### config.mk
export PLATFORM = sky130hd
export DESIGN_NAME = host_control_register_bank
export DESIGN_NICKNAME = d
export VERILOG_FILES = /design/src/host_ctrl_pkg.sv /design/src/channel_lane.sv /design/src/host_control_register_bank.sv
export VERILOG_INCLUDE_DIRS = /design/src
export SDC_FILE = /design/constraint.sdc
export NUM_CORES = 2
export LEC_CHECK = 0
export BUFFER_PORTS_ARGS = -buffer_cell sky130_fd_sc_hd__buf_2
export CORE_UTILIZATION = 33
export CTS_CLUSTER_SIZE = 16
export DETAILED_ROUTE_END_ITERATION = 12
export GPL_ROUTABILITY_DRIVEN = 1
export GPL_TIMING_DRIVEN = 0
export PLACE_DENSITY = 0.55
export SLEW_MARGIN = 20
export SYNTH_ARGS = -nofsm -noshare
export SYNTH_HDL_FRONTEND = slang
export SYNTH_HIERARCHICAL = 1
export SYNTH_SLANG_ARGS = --single-unit
### constraint.sdc
create_clock -name clk_sys -period 2.2 [get_ports clk_sys]
set_clock_uncertainty 0.2 [all_clocks]
set_input_delay 0.22 -clock clk_sys [delete_from_list [all_inputs] [get_ports clk_sys]]
set_output_delay 0.22 -clock clk_sys [all_outputs]
set_load 0.03 [all_outputs]
### src/host_ctrl_regs.svh
// Register offsets, field positions and timing counts of the host control bank
`ifndef HOST_CTRL_REGS_SVH
`define HOST_CTRL_REGS_SVH
// ********************
// Indirect offsets
// ********************
`define OFF_CMD 8'h00
`define OFF_STAT 8'h03
`define OFF_GATE 8'h04
`define OFF_EXTCFG 8'h0d
`define OFF_CFG 8'h0f
`define OFF_CHEN_LO 8'h10
`define OFF_CHEN_HI 8'h11
`define OFF_LSB_LO 8'h16
`define OFF_LSB_HI 8'h17
`define OFF_UNDER_LO 8'h18
`define OFF_UNDER_HI 8'h19
`define OFF_OVER_LO 8'h1a
`define OFF_OVER_HI 8'h1b
`define OFF_XADDR0 8'h60
`define OFF_XADDR1 8'h61
`define OFF_XADDR2 8'h62
`define OFF_XDATA 8'h63
`define OFF_SER_STAT 8'h64
`define OFF_SER_RD_LO 8'h65
`define OFF_SER_RA_LO 8'h66
`define OFF_SER_WD_LO 8'h67
`define OFF_SER_RD_HI 8'h68
`define OFF_SER_RA_HI 8'h69
`define OFF_SER_WD_HI 8'h6a
// ********************
// Fields
// ********************
`define CMD_DMA_EN_BIT 3
`define GATE_BIT 4
`define WORD_EXCH_BIT 0
`define HALF_EXCH_BIT 3
`define BYTE_EXCH_BIT 0
`define CHAN_MASK 16'h1f1f
`define TARGET_LAST 6'h14
// ********************
// Timing
// ********************
`define TEST_PERIOD_MS 1000
`define CLK_MHZ 250
`endif

### src/host_ctrl_pkg.sv
// Types shared by the host control bank
package host_ctrl_pkg;
    typedef enum logic [1:0] {
        SER_IDLE = 2'b01,
        SER_BUSY = 2'b10
    } ser_state_t;
endpackage

### src/channel_lane.sv
// One DMA channel lane: single word holding stage, serializer and fault flags
`timescale 1ns/1ps
module channel_lane #(
    parameter int W = 32
) (
    // Clock and reset
    input wire logic clk_sys,
    input wire logic rstn,
    // Control
    input wire logic enable,
    input wire logic lsb_first,
    // Word input from DMA
    input wire logic in_valid,
    input wire logic [W-1:0] in_word,
    // Serial out and faults
    output logic bit_out,
    output logic under,
    output logic over
);
    localparam int CW = $clog2(W);
    logic [W-1:0] hold;
    logic [W-1:0] shift;
    logic hold_full;
    logic [CW-1:0] cnt;
    logic [7:0] last;
    logic load;

    assign load = (cnt == CW'(W - 1));
    assign bit_out = lsb_first ? shift[0] : shift[W-1];

    // Disabled lane has its count, stage and flags cleared; shift register and last byte keep their values
    always_ff @(posedge clk_sys or negedge rstn) begin
        if (!rstn) begin
            hold <= '0;
            shift <= '0;
            hold_full <= 1'b0;
            cnt <= '0;
            last <= '0;
            under <= 1'b0;
            over <= 1'b0;
        end else if (!enable) begin
            hold_full <= 1'b0;
            cnt <= '0;
            under <= 1'b0;
            over <= 1'b0;
        end else begin
            cnt <= load ? '0 : cnt + 1'b1;
            if (load && hold_full) begin
                shift <= hold;
                last <= lsb_first ? hold[W-1:W-8] : hold[7:0];
            end else if (load) begin
                shift <= {(W / 8){last}};
                under <= 1'b1;
            end else begin
                shift <= lsb_first ? (shift >> 1) : (shift << 1);
            end
            // A word arriving while the stage is still full is dropped
            if (in_valid && (!hold_full || load)) begin
                hold <= in_word;
                hold_full <= 1'b1;
            end else if (in_valid) begin
                over <= 1'b1;
            end else if (load) begin
                hold_full <= 1'b0;
            end
        end
    end
endmodule

### src/host_control_register_bank.sv
// Host control register bank: command, interrupts, data order, channels, serial master
//
// Function
// - DMA enable gates channels, clear resets all channel counts, stages and faults
// - Command bits 7-4 enable each source
// - Status bits 3-0 show sampled inputs
// - Enabled asserted input raises interrupt; re-enable clears
// - Global gate passes or blocks all
// - Default source is once-per-second test tick
// - Word exchange swaps 32-bit halves
// - Halfword exchange swaps 16-bit halves
// - Byte pair exchange swaps bytes 0/1,2/3
// - Swaps combine; all three reverse bytes
// - Channel enable bits 12-8, 4-0
// - Bit order select picks LSB first
// - Empty FIFO sets underflow, repeats last byte
// - Overrun sets overflow, discards data
// - Faults clear only by disable then enable
// - Extended address from three byte registers
// - Extended data accesses addressed register
// - Serial status shows busy and no-ack
// - Six-bit target select, codes 0-20
// - Read address write, then read fetched data
// - Serial register address pair is read-write
// - Offsets 0x00-0x7F local, above go to ports
// - Serial write data in two byte registers
`timescale 1ns/1ps
`include "host_ctrl_regs.svh"
module host_control_register_bank #(
    parameter int TICK_HALF = `TEST_PERIOD_MS * 1000 * `CLK_MHZ / 2,
    parameter bit TEST_IRQ = 1'b1,
    parameter int CH = 16
) (
    // Clock and reset
    input wire logic clk_sys,
    input wire logic rstn,
    // Indirect register port
    input wire logic [7:0] reg_addr,
    input wire logic reg_wr,
    input wire logic reg_rd,
    input wire logic [7:0] reg_wdata,
    output logic [7:0] reg_rdata,
    // Per-port register window
    output logic port_strobe,
    output logic port_write,
    output logic [4:0] port_index,
    // Interrupt
    input wire logic [3:0] stat_in,
    output logic irq,
    // 64-bit data ordering stream
    input wire logic din_valid,
    input wire logic [63:0] din,
    output logic dout_valid,
    output logic [63:0] dout,
    // DMA channels
    input wire logic [CH-1:0] ch_valid,
    input wire logic [CH*32-1:0] ch_word,
    output logic [CH-1:0] ch_bit,
    output logic [CH-1:0] ch_active,
    // Extended indirect window
    output logic [23:0] ext_addr,
    output logic ext_wr,
    output logic [7:0] ext_wdata,
    input wire logic [7:0] ext_rdata,
    // Serial master engine
    output logic ser_start,
    output logic ser_read,
    output logic [5:0] ser_target,
    output logic [15:0] ser_reg_addr,
    output logic [15:0] ser_wdata,
    input wire logic ser_done,
    input wire logic ser_ack_fail,
    input wire logic [15:0] ser_rdata
);
    localparam logic [CH-1:0] CHMASK = CH'(`CHAN_MASK);
    logic [7:0] cmd;
    logic gate;
    logic word_exchange;
    logic halfword_exchange;
    logic byte_pair_exchange;
    logic [15:0] channel_enable_bits;
    logic [15:0] bit_order_select;
    logic [CH-1:0] fifo_empty_fault;
    logic [CH-1:0] fifo_full_fault;
    logic [3:0] stat_q;
    logic [3:0] pend;
    logic [31:0] tick_cnt;
    logic test_level;
    logic [7:0] ser_rd_addr;
    logic [15:0] ser_result;
    logic target_no_response;
    host_ctrl_pkg::ser_state_t ser_state;
    logic serial_master_active;
    logic [7:0] next_rdata;
    logic [63:0] next_dout;
    logic dma_en;
    logic [3:0] int_en;

    assign dma_en = cmd[`CMD_DMA_EN_BIT];
    assign int_en = cmd[7:4];
    assign serial_master_active = (ser_state == host_ctrl_pkg::SER_BUSY);

    // ************************************************************
    // Control register writes
    // ************************************************************
    // Command, gate and order controls
    always_ff @(posedge clk_sys or negedge rstn) begin
        if (!rstn) begin
            cmd <= 8'h00;
            gate <= 1'b0;
            word_exchange <= 1'b0;
            halfword_exchange <= 1'b0;
            byte_pair_exchange <= 1'b0;
        end else if (reg_wr) begin
            case (reg_addr)
                `OFF_CMD: cmd <= {reg_wdata[7:4], reg_wdata[3], 3'h0};
                `OFF_GATE: gate <= reg_wdata[`GATE_BIT];
                `OFF_EXTCFG: word_exchange <= reg_wdata[`WORD_EXCH_BIT];
                `OFF_CFG: begin
                    halfword_exchange <= reg_wdata[`HALF_EXCH_BIT];
                    byte_pair_exchange <= reg_wdata[`BYTE_EXCH_BIT];
                end
                default: ;
            endcase
        end
    end

    // Channel enables and bit order, low byte then high byte
    always_ff @(posedge clk_sys or negedge rstn) begin
        if (!rstn) begin
            channel_enable_bits <= 16'h0000;
            bit_order_select <= 16'h0000;
        end else if (reg_wr) begin
            case (reg_addr)
                `OFF_CHEN_LO: channel_enable_bits[7:0] <= reg_wdata;
                `OFF_CHEN_HI: channel_enable_bits[15:8] <= reg_wdata;
                `OFF_LSB_LO: bit_order_select[7:0] <= reg_wdata;
                `OFF_LSB_HI: bit_order_select[15:8] <= reg_wdata;
                default: ;
            endcase
        end
    end

    // ************************************************************
    // Extended indirect window
    // ************************************************************
    // Address bytes stored in place; data writes pass out as a pulse
    always_ff @(posedge clk_sys or negedge rstn) begin
        if (!rstn) begin
            ext_addr <= 24'h000000;
            ext_wr <= 1'b0;
            ext_wdata <= 8'h00;
        end else begin
            ext_wr <= reg_wr && (reg_addr == `OFF_XDATA);
            if (reg_wr) begin
                case (reg_addr)
                    `OFF_XADDR0: ext_addr[7:0] <= reg_wdata;
                    `OFF_XADDR1: ext_addr[15:8] <= reg_wdata;
                    `OFF_XADDR2: ext_addr[23:16] <= reg_wdata;
                    `OFF_XDATA: ext_wdata <= reg_wdata;
                    default: ;
                endcase
            end
        end
    end

    // Accesses above the local space go out to the port blocks
    always_ff @(posedge clk_sys or negedge rstn) begin
        if (!rstn) begin
            port_strobe <= 1'b0;
            port_write <= 1'b0;
            port_index <= 5'h00;
        end else begin
            port_strobe <= (reg_wr || reg_rd) && reg_addr[7];
            port_write <= reg_wr && reg_addr[7];
            port_index <= reg_addr[7:3] - 5'h10;
        end
    end

    // ************************************************************
    // Interrupts
    // ************************************************************
    // Test tick toggles once per half second, so a full period is one second
    always_ff @(posedge clk_sys or negedge rstn) begin
        if (!rstn) begin
            tick_cnt <= 32'h00000000;
            test_level <= 1'b0;
        end else if (tick_cnt == 32'(TICK_HALF - 1)) begin
            tick_cnt <= 32'h00000000;
            test_level <= ~test_level;
        end else begin
            tick_cnt <= tick_cnt + 32'h00000001;
        end
    end

    // Sample sources; a pending bit drops only while its enable is clear
    always_ff @(posedge clk_sys or negedge rstn) begin
        if (!rstn) begin
            stat_q <= 4'h0;
            pend <= 4'h0;
            irq <= 1'b0;
        end else begin
            stat_q <= stat_in | {3'h0, test_level & TEST_IRQ};
            pend <= int_en & (pend | stat_q);
            irq <= gate && (pend != 4'h0);
        end
    end

    // ************************************************************
    // Data ordering
    // ************************************************************
    // The three exchanges commute, so they are applied in one pass
    always_comb begin
        next_dout = word_exchange ? {din[31:0], din[63:32]} : din;
        if (halfword_exchange) begin
            next_dout = {next_dout[47:32], next_dout[63:48], next_dout[15:0], next_dout[31:16]};
        end
        if (byte_pair_exchange) begin
            next_dout = {next_dout[55:48], next_dout[63:56], next_dout[39:32], next_dout[47:40],
                         next_dout[23:16], next_dout[31:24], next_dout[7:0], next_dout[15:8]};
        end
    end

    // Reordered word is registered together with its valid
    always_ff @(posedge clk_sys or negedge rstn) begin
        if (!rstn) begin
            dout_valid <= 1'b0;
            dout <= 64'h0;
        end else begin
            dout_valid <= din_valid;
            if (din_valid) begin
                dout <= next_dout;
            end
        end
    end

    // ************************************************************
    // DMA channels
    // ************************************************************
    genvar i;
    generate
        for (i = 0; i < CH; i++) begin : g_ch
            if (CHMASK[i]) begin : g_on
                assign ch_active[i] = dma_en && channel_enable_bits[i];
                channel_lane #(.W(32)) u_lane (
                    .clk_sys(clk_sys),
                    .rstn(rstn),
                    .enable(ch_active[i]),
                    .lsb_first(bit_order_select[i]),
                    .in_valid(ch_valid[i]),
                    .in_word(ch_word[i*32 +: 32]),
                    .bit_out(ch_bit[i]),
                    .under(fifo_empty_fault[i]),
                    .over(fifo_full_fault[i])
                );
            end else begin : g_off
                assign ch_active[i] = 1'b0;
                assign ch_bit[i] = 1'b0;
                assign fifo_empty_fault[i] = 1'b0;
                assign fifo_full_fault[i] = 1'b0;
            end
        end
    endgenerate

    // ************************************************************
    // Serial master front end
    // ************************************************************
    // Writing the read address launches a read; the high write data byte launches a write
    always_ff @(posedge clk_sys or negedge rstn) begin
        if (!rstn) begin
            ser_state <= host_ctrl_pkg::SER_IDLE;
            ser_start <= 1'b0;
            ser_read <= 1'b0;
            ser_target <= 6'h00;
            ser_rd_addr <= 8'h00;
            ser_reg_addr <= 16'h0000;
            ser_wdata <= 16'h0000;
            ser_result <= 16'h0000;
            target_no_response <= 1'b0;
        end else begin
            ser_start <= 1'b0;
            case (ser_state)
                host_ctrl_pkg::SER_IDLE: begin
                    if (reg_wr) begin
                        case (reg_addr)
                            `OFF_SER_STAT: begin
                                if (reg_wdata[5:0] <= `TARGET_LAST) begin
                                    ser_target <= reg_wdata[5:0];
                                end
                            end
                            `OFF_SER_RA_LO: ser_reg_addr[7:0] <= reg_wdata;
                            `OFF_SER_RA_HI: ser_reg_addr[15:8] <= reg_wdata;
                            `OFF_SER_WD_LO: ser_wdata[7:0] <= reg_wdata;
                            `OFF_SER_RD_LO: begin
                                ser_rd_addr <= reg_wdata;
                                ser_read <= 1'b1;
                                ser_start <= 1'b1;
                                ser_state <= host_ctrl_pkg::SER_BUSY;
                            end
                            `OFF_SER_WD_HI: begin
                                ser_wdata[15:8] <= reg_wdata;
                                ser_read <= 1'b0;
                                ser_start <= 1'b1;
                                ser_state <= host_ctrl_pkg::SER_BUSY;
                            end
                            default: ;
                        endcase
                    end
                end
                host_ctrl_pkg::SER_BUSY: begin
                    if (ser_done) begin
                        target_no_response <= ser_ack_fail;
                        if (ser_read) begin
                            ser_result <= ser_rdata;
                        end
                        ser_state <= host_ctrl_pkg::SER_IDLE;
                    end
                end
                default: ser_state <= host_ctrl_pkg::SER_IDLE;
            endcase
        end
    end

    // ************************************************************
    // Read path
    // ************************************************************
    // Unmapped local offsets read as zero
    always_comb begin
        case (reg_addr)
            `OFF_CMD: next_rdata = cmd;
            `OFF_STAT: next_rdata = {pend, stat_q};
            `OFF_GATE: next_rdata = {3'h0, gate, 4'h0};
            `OFF_EXTCFG: next_rdata = {7'h00, word_exchange};
            `OFF_CFG: next_rdata = {4'h0, halfword_exchange, 2'h0, byte_pair_exchange};
            `OFF_CHEN_LO: next_rdata = channel_enable_bits[7:0];
            `OFF_CHEN_HI: next_rdata = channel_enable_bits[15:8];
            `OFF_LSB_LO: next_rdata = bit_order_select[7:0];
            `OFF_LSB_HI: next_rdata = bit_order_select[15:8];
            `OFF_UNDER_LO: next_rdata = 8'(fifo_empty_fault);
            `OFF_UNDER_HI: next_rdata = 8'(fifo_empty_fault >> 8);
            `OFF_OVER_LO: next_rdata = 8'(fifo_full_fault);
            `OFF_OVER_HI: next_rdata = 8'(fifo_full_fault >> 8);
            `OFF_XADDR0: next_rdata = ext_addr[7:0];
            `OFF_XADDR1: next_rdata = ext_addr[15:8];
            `OFF_XADDR2: next_rdata = ext_addr[23:16];
            `OFF_XDATA: next_rdata = ext_rdata;
            `OFF_SER_STAT: next_rdata = {serial_master_active, target_no_response, ser_target};
            `OFF_SER_RD_LO: next_rdata = ser_result[7:0];
            `OFF_SER_RD_HI: next_rdata = ser_result[15:8];
            `OFF_SER_RA_LO: next_rdata = ser_reg_addr[7:0];
            `OFF_SER_RA_HI: next_rdata = ser_reg_addr[15:8];
            `OFF_SER_WD_LO: next_rdata = ser_wdata[7:0];
            `OFF_SER_WD_HI: next_rdata = ser_wdata[15:8];
            default: next_rdata = 8'h00;
        endcase
    end

    // Read data is registered on the same edge that samples the strobe
    always_ff @(posedge clk_sys or negedge rstn) begin
        if (!rstn) begin
            reg_rdata <= 8'h00;
        end else if (reg_rd) begin
            reg_rdata <= next_rdata;
        end
    end
endmodule

# ---- Word level (Yosys, flattened, before mapping)
# Index checks and enable logic that the tools add are counted.
dict set report word_totals {
  output_inout_bits 186
  mem_bits_rw 0
  latchBits 0
  wordCells 534
  mem_bits_ro 0
  reg_bits 1055
  memories 0
}
dict set report op_classes {
  reduce_logical 130
  n_shift 0
  mul 0
  order_cmp 1
  div_mod_pow 0
  mux 183
  n_bitwise 4
  eq_ne 99
  add_sub_neg 12
}
# op n
set ops {}
lappend ops {{2-to-1 mux 32 bit} 31}
lappend ops {{2-to-1 mux 64 bit} 3}
lappend ops {{one-hot mux 8 bit (24 select lines)} 1}
lappend ops {{AND reduction 2 bit} 63}
lappend ops {{2-to-1 mux 1 bit} 113}
lappend ops {{2-to-1 mux 5 bit} 20}
lappend ops {{equality test 8 x 7 -> 1 bit (second input constant)} 11}
lappend ops {{inequality test 2 bit (second input constant)} 43}
lappend ops {{2-to-1 mux 8 bit} 10}
lappend ops {{equality test 8 x 5 -> 1 bit (second input constant)} 8}
lappend ops {{inequality test 3 bit (second input constant)} 20}
lappend ops {{adder 5 x 1 -> 5 bit (second input constant)} 10}
lappend ops {{equality test 5 bit (second input constant)} 10}
lappend ops {{logical AND 1 bit} 34}
lappend ops {{adder 32 x 1 -> 32 bit (second input constant)} 1}
lappend ops {{equality test 32 x 27 -> 1 bit (second input constant)} 1}
lappend ops {{AND reduction 3 bit} 7}
lappend ops {{equality test 8 x 4 -> 1 bit (second input constant)} 2}
lappend ops {{logical OR 1 bit} 11}
lappend ops {{zero test 1 bit} 10}
lappend ops {{equality test 8 x 2 -> 1 bit (second input constant)} 1}
lappend ops {{equality test 8 x 3 -> 1 bit (second input constant)} 1}
lappend ops {{zero test 8 bit} 1}
lappend ops {{less-or-equal comparator 6 x 5 -> 1 bit (second input constant)} 1}
lappend ops {{other kinds (14)} 16}

# ---- Depth between registers and ports, before layout
dict set report depth {
  word_depth 5
  mapped_depth 9
}

# ---- Hierarchy
# Netlist, hierarchy kept.
# module n_inst cells_each seq_area_each_um2 area_per_inst_um2
set by_module_without_submodules {}
lappend by_module_without_submodules {channel_lane 10 325 2001.9 3888.7}
lappend by_module_without_submodules {host_control_register_bank 1 1146 6382.4 13744.4}

# ---- Worst setup path after synthesis
# Ideal clock, no wire load.
dict set report synth_path {
  path_type {reg-to-reg}
  from {register cmd[3]}
  to {register g_ch[10].g_on.u_lane.hold[10]}
  setup_time_ps 125
  n_path_buf 3
  stages_incl_launch_ff 8
  arrival_time_ps 1820
  t_required_ps 1875
  setup_slack_ps 55
  synth_period_minus_slack_ps 2145
  path_cell_list {dfrtp_1 > clkbuf_1 > and2_1 > buf_2 > nand2_2 > nor2_4 > buf_12 > mux2_4}
}
dict set report synth_via {
  elab_chain_cells 2
}
# element line
set synth_lines {}
lappend synth_lines {{start, declared} host_control_register_bank.sv:76} ;# logic [7:0] cmd;
lappend synth_lines {{start signal, assigned} host_control_register_bank.sv:116} ;# `OFF_CMD: cmd <= {reg_wdata[7:4], reg_wdata[3], 3'h0};
lappend synth_lines {{logical AND 1 bit} host_control_register_bank.sv:244} ;# assign ch_active[i] = dma_en && channel_enable_bits[i];
lappend synth_lines {{named net ch_active[10]} host_control_register_bank.sv:59} ;# output logic [CH-1:0] ch_active,
lappend synth_lines {{AND reduction 2 bit (no source line)} -}
lappend synth_lines {{end signal, assigned} channel_lane.sv:59} ;# hold <= in_word;
lappend synth_lines {{end, declared} channel_lane.sv:21} ;# logic [W-1:0] hold;
# The timed path passes the listed nets, and every way through them passes these cells.
# A chain may end at the register's enable or synchronous reset.

# ---- Worst setup path in the final report
dict set report layout_path {
  from {register bit_order_select[10]}
  to {output ch_bit[10]}
}
dict set report layout_via {
  elab_chain_cells 1
}
# element line
set layout_lines {}
lappend layout_lines {{start, declared} host_control_register_bank.sv:82} ;# logic [15:0] bit_order_select;
lappend layout_lines {{start signal, assigned} host_control_register_bank.sv:138} ;# `OFF_LSB_HI: bit_order_select[15:8] <= reg_wdata;
lappend layout_lines {{2-to-1 mux 1 bit} channel_lane.sv:29} ;# assign bit_out = lsb_first ? shift[0] : shift[W-1];
lappend layout_lines {{end, declared} host_control_register_bank.sv:58} ;# output logic [CH-1:0] ch_bit,
# Every way passes these cells.

==> impl_metrics.toml <==
[synthesis]
sequential_area_share_after_synthesis_pct = 50.16
post_synthesis_share_of_cell_area_spent_on_xor_and_xnor_gates_pct = 0.8320
netlist.area_leader.share_pct = 50.11
synth-compound-area-share_pct = 11.63
synth_seq_cells = 1055
ys_types = 81
ys_top_cells_by_area = "sky130_fd_sc_hd__dfrtp_1 (50%), sky130_fd_sc_hd__mux2_2 (9.6%), sky130_fd_sc_hd__mux2_4 (8.7%)"
syn-cell-area_sq_um = 52630
netlist.top_cell.by_area = "sky130_fd_sc_hd__dfrtp_1"
yosysWarningCount = 6
ys_async_sr_fraction_pct = 100.0
post_synth_fa_ha_maj_area_fraction_pct = 0.4992
postSynth.topFlopCell = "sky130_fd_sc_hd__dfrtp_1"
fraction_of_synthesized_area_in_multiplexers_pct = 24.11
syn-mean-instance-area_sq_um = 11.97
synthesis.instances = 4396
synth_top_family_by_area = "multiplexers"
synth_simple_gate_area_share_pct = 8.019
post_synth_edffs = 0

[die]
dieWidth_microns = 401.4
boundaryPins = 829
die_area_sq_um = 161100
fp.dieH_microns = 401.4
placeableCoreArea_sq_um = 158400
initial_standard_cell_utilization_of_the_core_pct = 33.23
core.rowCount = 146

[finish]
layout.cells.most_common_list = "sky130_fd_sc_hd__dfrtp_1 (1044), sky130_fd_sc_hd__dlygate4sd3_1 (679), sky130_fd_sc_hd__buf_2 (672)"
fillerInstances = 14490
finalNetCount = 6605
drive_gt1_share_pct = 36.23
mostFrequentLayoutCell = "sky130_fd_sc_hd__dfrtp_1"
flow.area_growth_from_synthesis_pct = 37.66
post_layout_nonfiller_instances = 8129
finish.utilization_pct = 45.75

[grt]
grt_pass1_wl_mm = 287.6
first_global_vias = 44020
grt_max_degree = 133
grtUsageTotal_pct = 23.46
initial_antenna_violation_count = 30
grt.overflow.total = 0

[routing]
vias_after_detailed_routing = 42850
route.detailed.vias_per_inst = 5.271
drt_wl_total_mm = 194.2
drt-wirelength-per-cell_microns = 23.90
detail_route.iter0.violations = 3188
detail_route.first_pass.iterations = 6
antenna_left = 0
drc_errors = 0

[setup_path]
path_max_fanout = 6
crit_path_end_kind = "output port"
worst-r2r-setup-slack_ps = -40
setup.worst_path.start = "bit_order_select[10]$_DFFE_PN0P_"
reg2reg_to = "ser_target[0]$_DFFE_PN0P_"
critPathRequiredTime_ps = 1780
reg2reg_from = "ser_state[0]$_DFFE_PN1P_"
crit_path_end = "ch_bit[10]"
timing.critical_path.from_type = "flop"
cp.arrival_ps = 1870
critPathKind = "reg -> out"
worst-r2r-cell-count = 5

[run_status]
status = "complete, but fails checks"
failing_checks = "negative hold slack, negative setup slack"

[clock_network]
clock_sink_count = 1055
clockBufferDepth = 3
tritoncts = "done"
clk_pin_slew_worst_paths_ps = 60
cts_root_buf = "sky130_fd_sc_hd__clkbuf_16"
clk-insertion-delay-late_ps = 770
htreeDepth = 4
cts-hold-fix-buffers = 679
cts_inserted_buffers = 130

[placement]
place.detailed.instances = 7104
finalWeightedCongestion = 0.9277
worst_setup_slack_post_dpl_ps = -1010
portBuffers = 615
hpwlAfterDp_mm = 137.3

[sta]
setup-violations-final = 14
rsz0062_at_grt = "true"
achievable-frequency_ghz = 0.4362
hold_slack_ps = -845.4
hold_viol = 254
post-route-min-period_ps = 2293
worst_pin_slew_ps = 1125
relSlewSlack_pct = 24.99
layout_worst_path_cycle_share_pct = 104.2
final_max_slew_viol_count = 0
fin_ws_ps = -92.70

[pwr]
power-per-cell-area_nw_per_um2 = 687.1
leakage_nw = 32.54
peakVddDrop_mv = 0.7080

[worst_hold_path]
hp-class = "in -> async"

[job]
max_cap_check_violation_count = 0
[cell type report]
type	instances	area (sq um)	share of cell area [%]
Antenna cell	13	32.53	0.04490
Buffer	316	2440	3.368
Clock buffer	184	3736	5.157
Clock inverter	51	957.2	1.321
Inverter	50	187.7	0.2590
Multi-Input combinational cell	2967	24570	33.91
Sequential cell	1055	26410	36.46
Tap cell	2072	2592	3.578
Timing Repair Buffer	1421	11530	15.91
[synthesized netlist by cell type, types with 8 or more instances]
cell                       instances
sky130_fd_sc_hd__dfrtp_1        1054
sky130_fd_sc_hd__mux2_2          450
sky130_fd_sc_hd__a21oi_1         401
sky130_fd_sc_hd__nand2_1         387
sky130_fd_sc_hd__o22ai_1         314
sky130_fd_sc_hd__mux2_4          304
sky130_fd_sc_hd__nor2_1          196
sky130_fd_sc_hd__mux2i_1         159
sky130_fd_sc_hd__o21ai_0         133
sky130_fd_sc_hd__clkbuf_1        106
sky130_fd_sc_hd__buf_2            95
sky130_fd_sc_hd__buf_4            76
sky130_fd_sc_hd__mux4_2           65
sky130_fd_sc_hd__a211oi_1         63
sky130_fd_sc_hd__nor2b_1          53
sky130_fd_sc_hd__inv_1            49
sky130_fd_sc_hd__nand3_1          44
sky130_fd_sc_hd__and2_1           34
sky130_fd_sc_hd__buf_12           30
sky130_fd_sc_hd__xnor2_1          27
sky130_fd_sc_hd__and3_1           24
sky130_fd_sc_hd__a22oi_1          23
sky130_fd_sc_hd__xor2_1           23
sky130_fd_sc_hd__nand4_1          22
sky130_fd_sc_hd__buf_6            21
sky130_fd_sc_hd__ha_1             21
sky130_fd_sc_hd__nand2b_1         19
sky130_fd_sc_hd__o21a_1           15
sky130_fd_sc_hd__o32ai_1          13
sky130_fd_sc_hd__nand2_2          10
sky130_fd_sc_hd__nor2_4           10
sky130_fd_sc_hd__nor2b_4          10
sky130_fd_sc_hd__nor3b_1          10
sky130_fd_sc_hd__o31a_1           10
sky130_fd_sc_hd__nor3_1            9
sky130_fd_sc_hd__a32oi_1           8
[power by group]
group          internal, W  leakage, nW  switching, W
Sequential          0.0202         14.4      0.000685
Clock               0.0140         2.29       0.00922
Combinational      0.00280         15.8       0.00287
Total               0.0370         32.5        0.0128
[how the worst min path moves through the flow]
stage | start | endpoint | slack [ps]
5_1_grt | rstn | g_ch[12].g_on.u_lane/hold[27]$_DFFE_PN0P_ | -860
4_1_cts | rstn | g_ch[4].g_on.u_lane/shift[11]$_DFFE_PN0P_ | -890
3_3_place_gp | stat_in[2] | stat_q[2]$_DFF_PN0_ | 130
2_1_floorplan | rstn | bit_order_select[0]$_DFFE_PN0P_ | -280
6_report | rstn | g_ch[12].g_on.u_lane/hold[27]$_DFFE_PN0P_ | -850
3_5_place_dp | rstn | g_ch[12].g_on.u_lane/hold[27]$_DFFE_PN0P_ | -40
[state kept, by name, indices dropped and copies added (netlist names), 24 cells and up]
name / count
g_ch.g_on.u_lane/cnt: 50
dout: 64
g_ch.g_on.u_lane/shift: 320
tick_cnt: 32
g_ch.g_on.u_lane/hold: 320
ext_addr: 24
g_ch.g_on.u_lane/last: 80
[repair_timing]
item / CTS / global route
endpoints found under the setup margin: 946 / 637
pin swaps: 21 / 19
endpoints found under the hold margin: 743 / 248
gates resized for setup: 254 / 109
buffers inserted: 58 / 42
cloned: 1 / 16
[layer usage]
metal	GRT usage (%)	vias to the layer above	wire, microns
met5	0	-	105
met2	36.58	1513	88510
li1	-	19180	-
met3	5.190	319	13330
met4	7.246	16	5767
met1	32.36	21820	86540
[critical path, stage by stage, from the launching register on]
cell and delay (ps):
sky130_fd_sc_hd__dfrtp_2 490, sky130_fd_sc_hd__buf_12 170, sky130_fd_sc_hd__o21ai_4 260, sky130_fd_sc_hd__buf_6 180
[stage by stage]
| step | power (W) | setup TNS, ps | cell area [sq um] |
|---|---|---|---|
| detailed placement | 0.02564 | -642730 | 58640 |
| global route | 0.05154 | -1846 | 72430 |
| finish | 0.04978 | -532.7 | 72450 |
| global placement | 0.02555 | - | 58340 |
| CTS | 0.05025 | -823.0 | 71380 |
| floorplan | 0.02345 | 0 | 52670 |
[logic make-up after synthesis]
group / count (synthesis)
other: 1
AND/OR/NAND/NOR: 874
adder cells (fa/ha/maj): 21
flip-flops: 1055
buffers and inverters: 385
multiplexers: 978
XOR/XNOR: 50
AO/OA/AOI/OAI: 1032
Note: power is estimated with default switching activity, not from simulation.
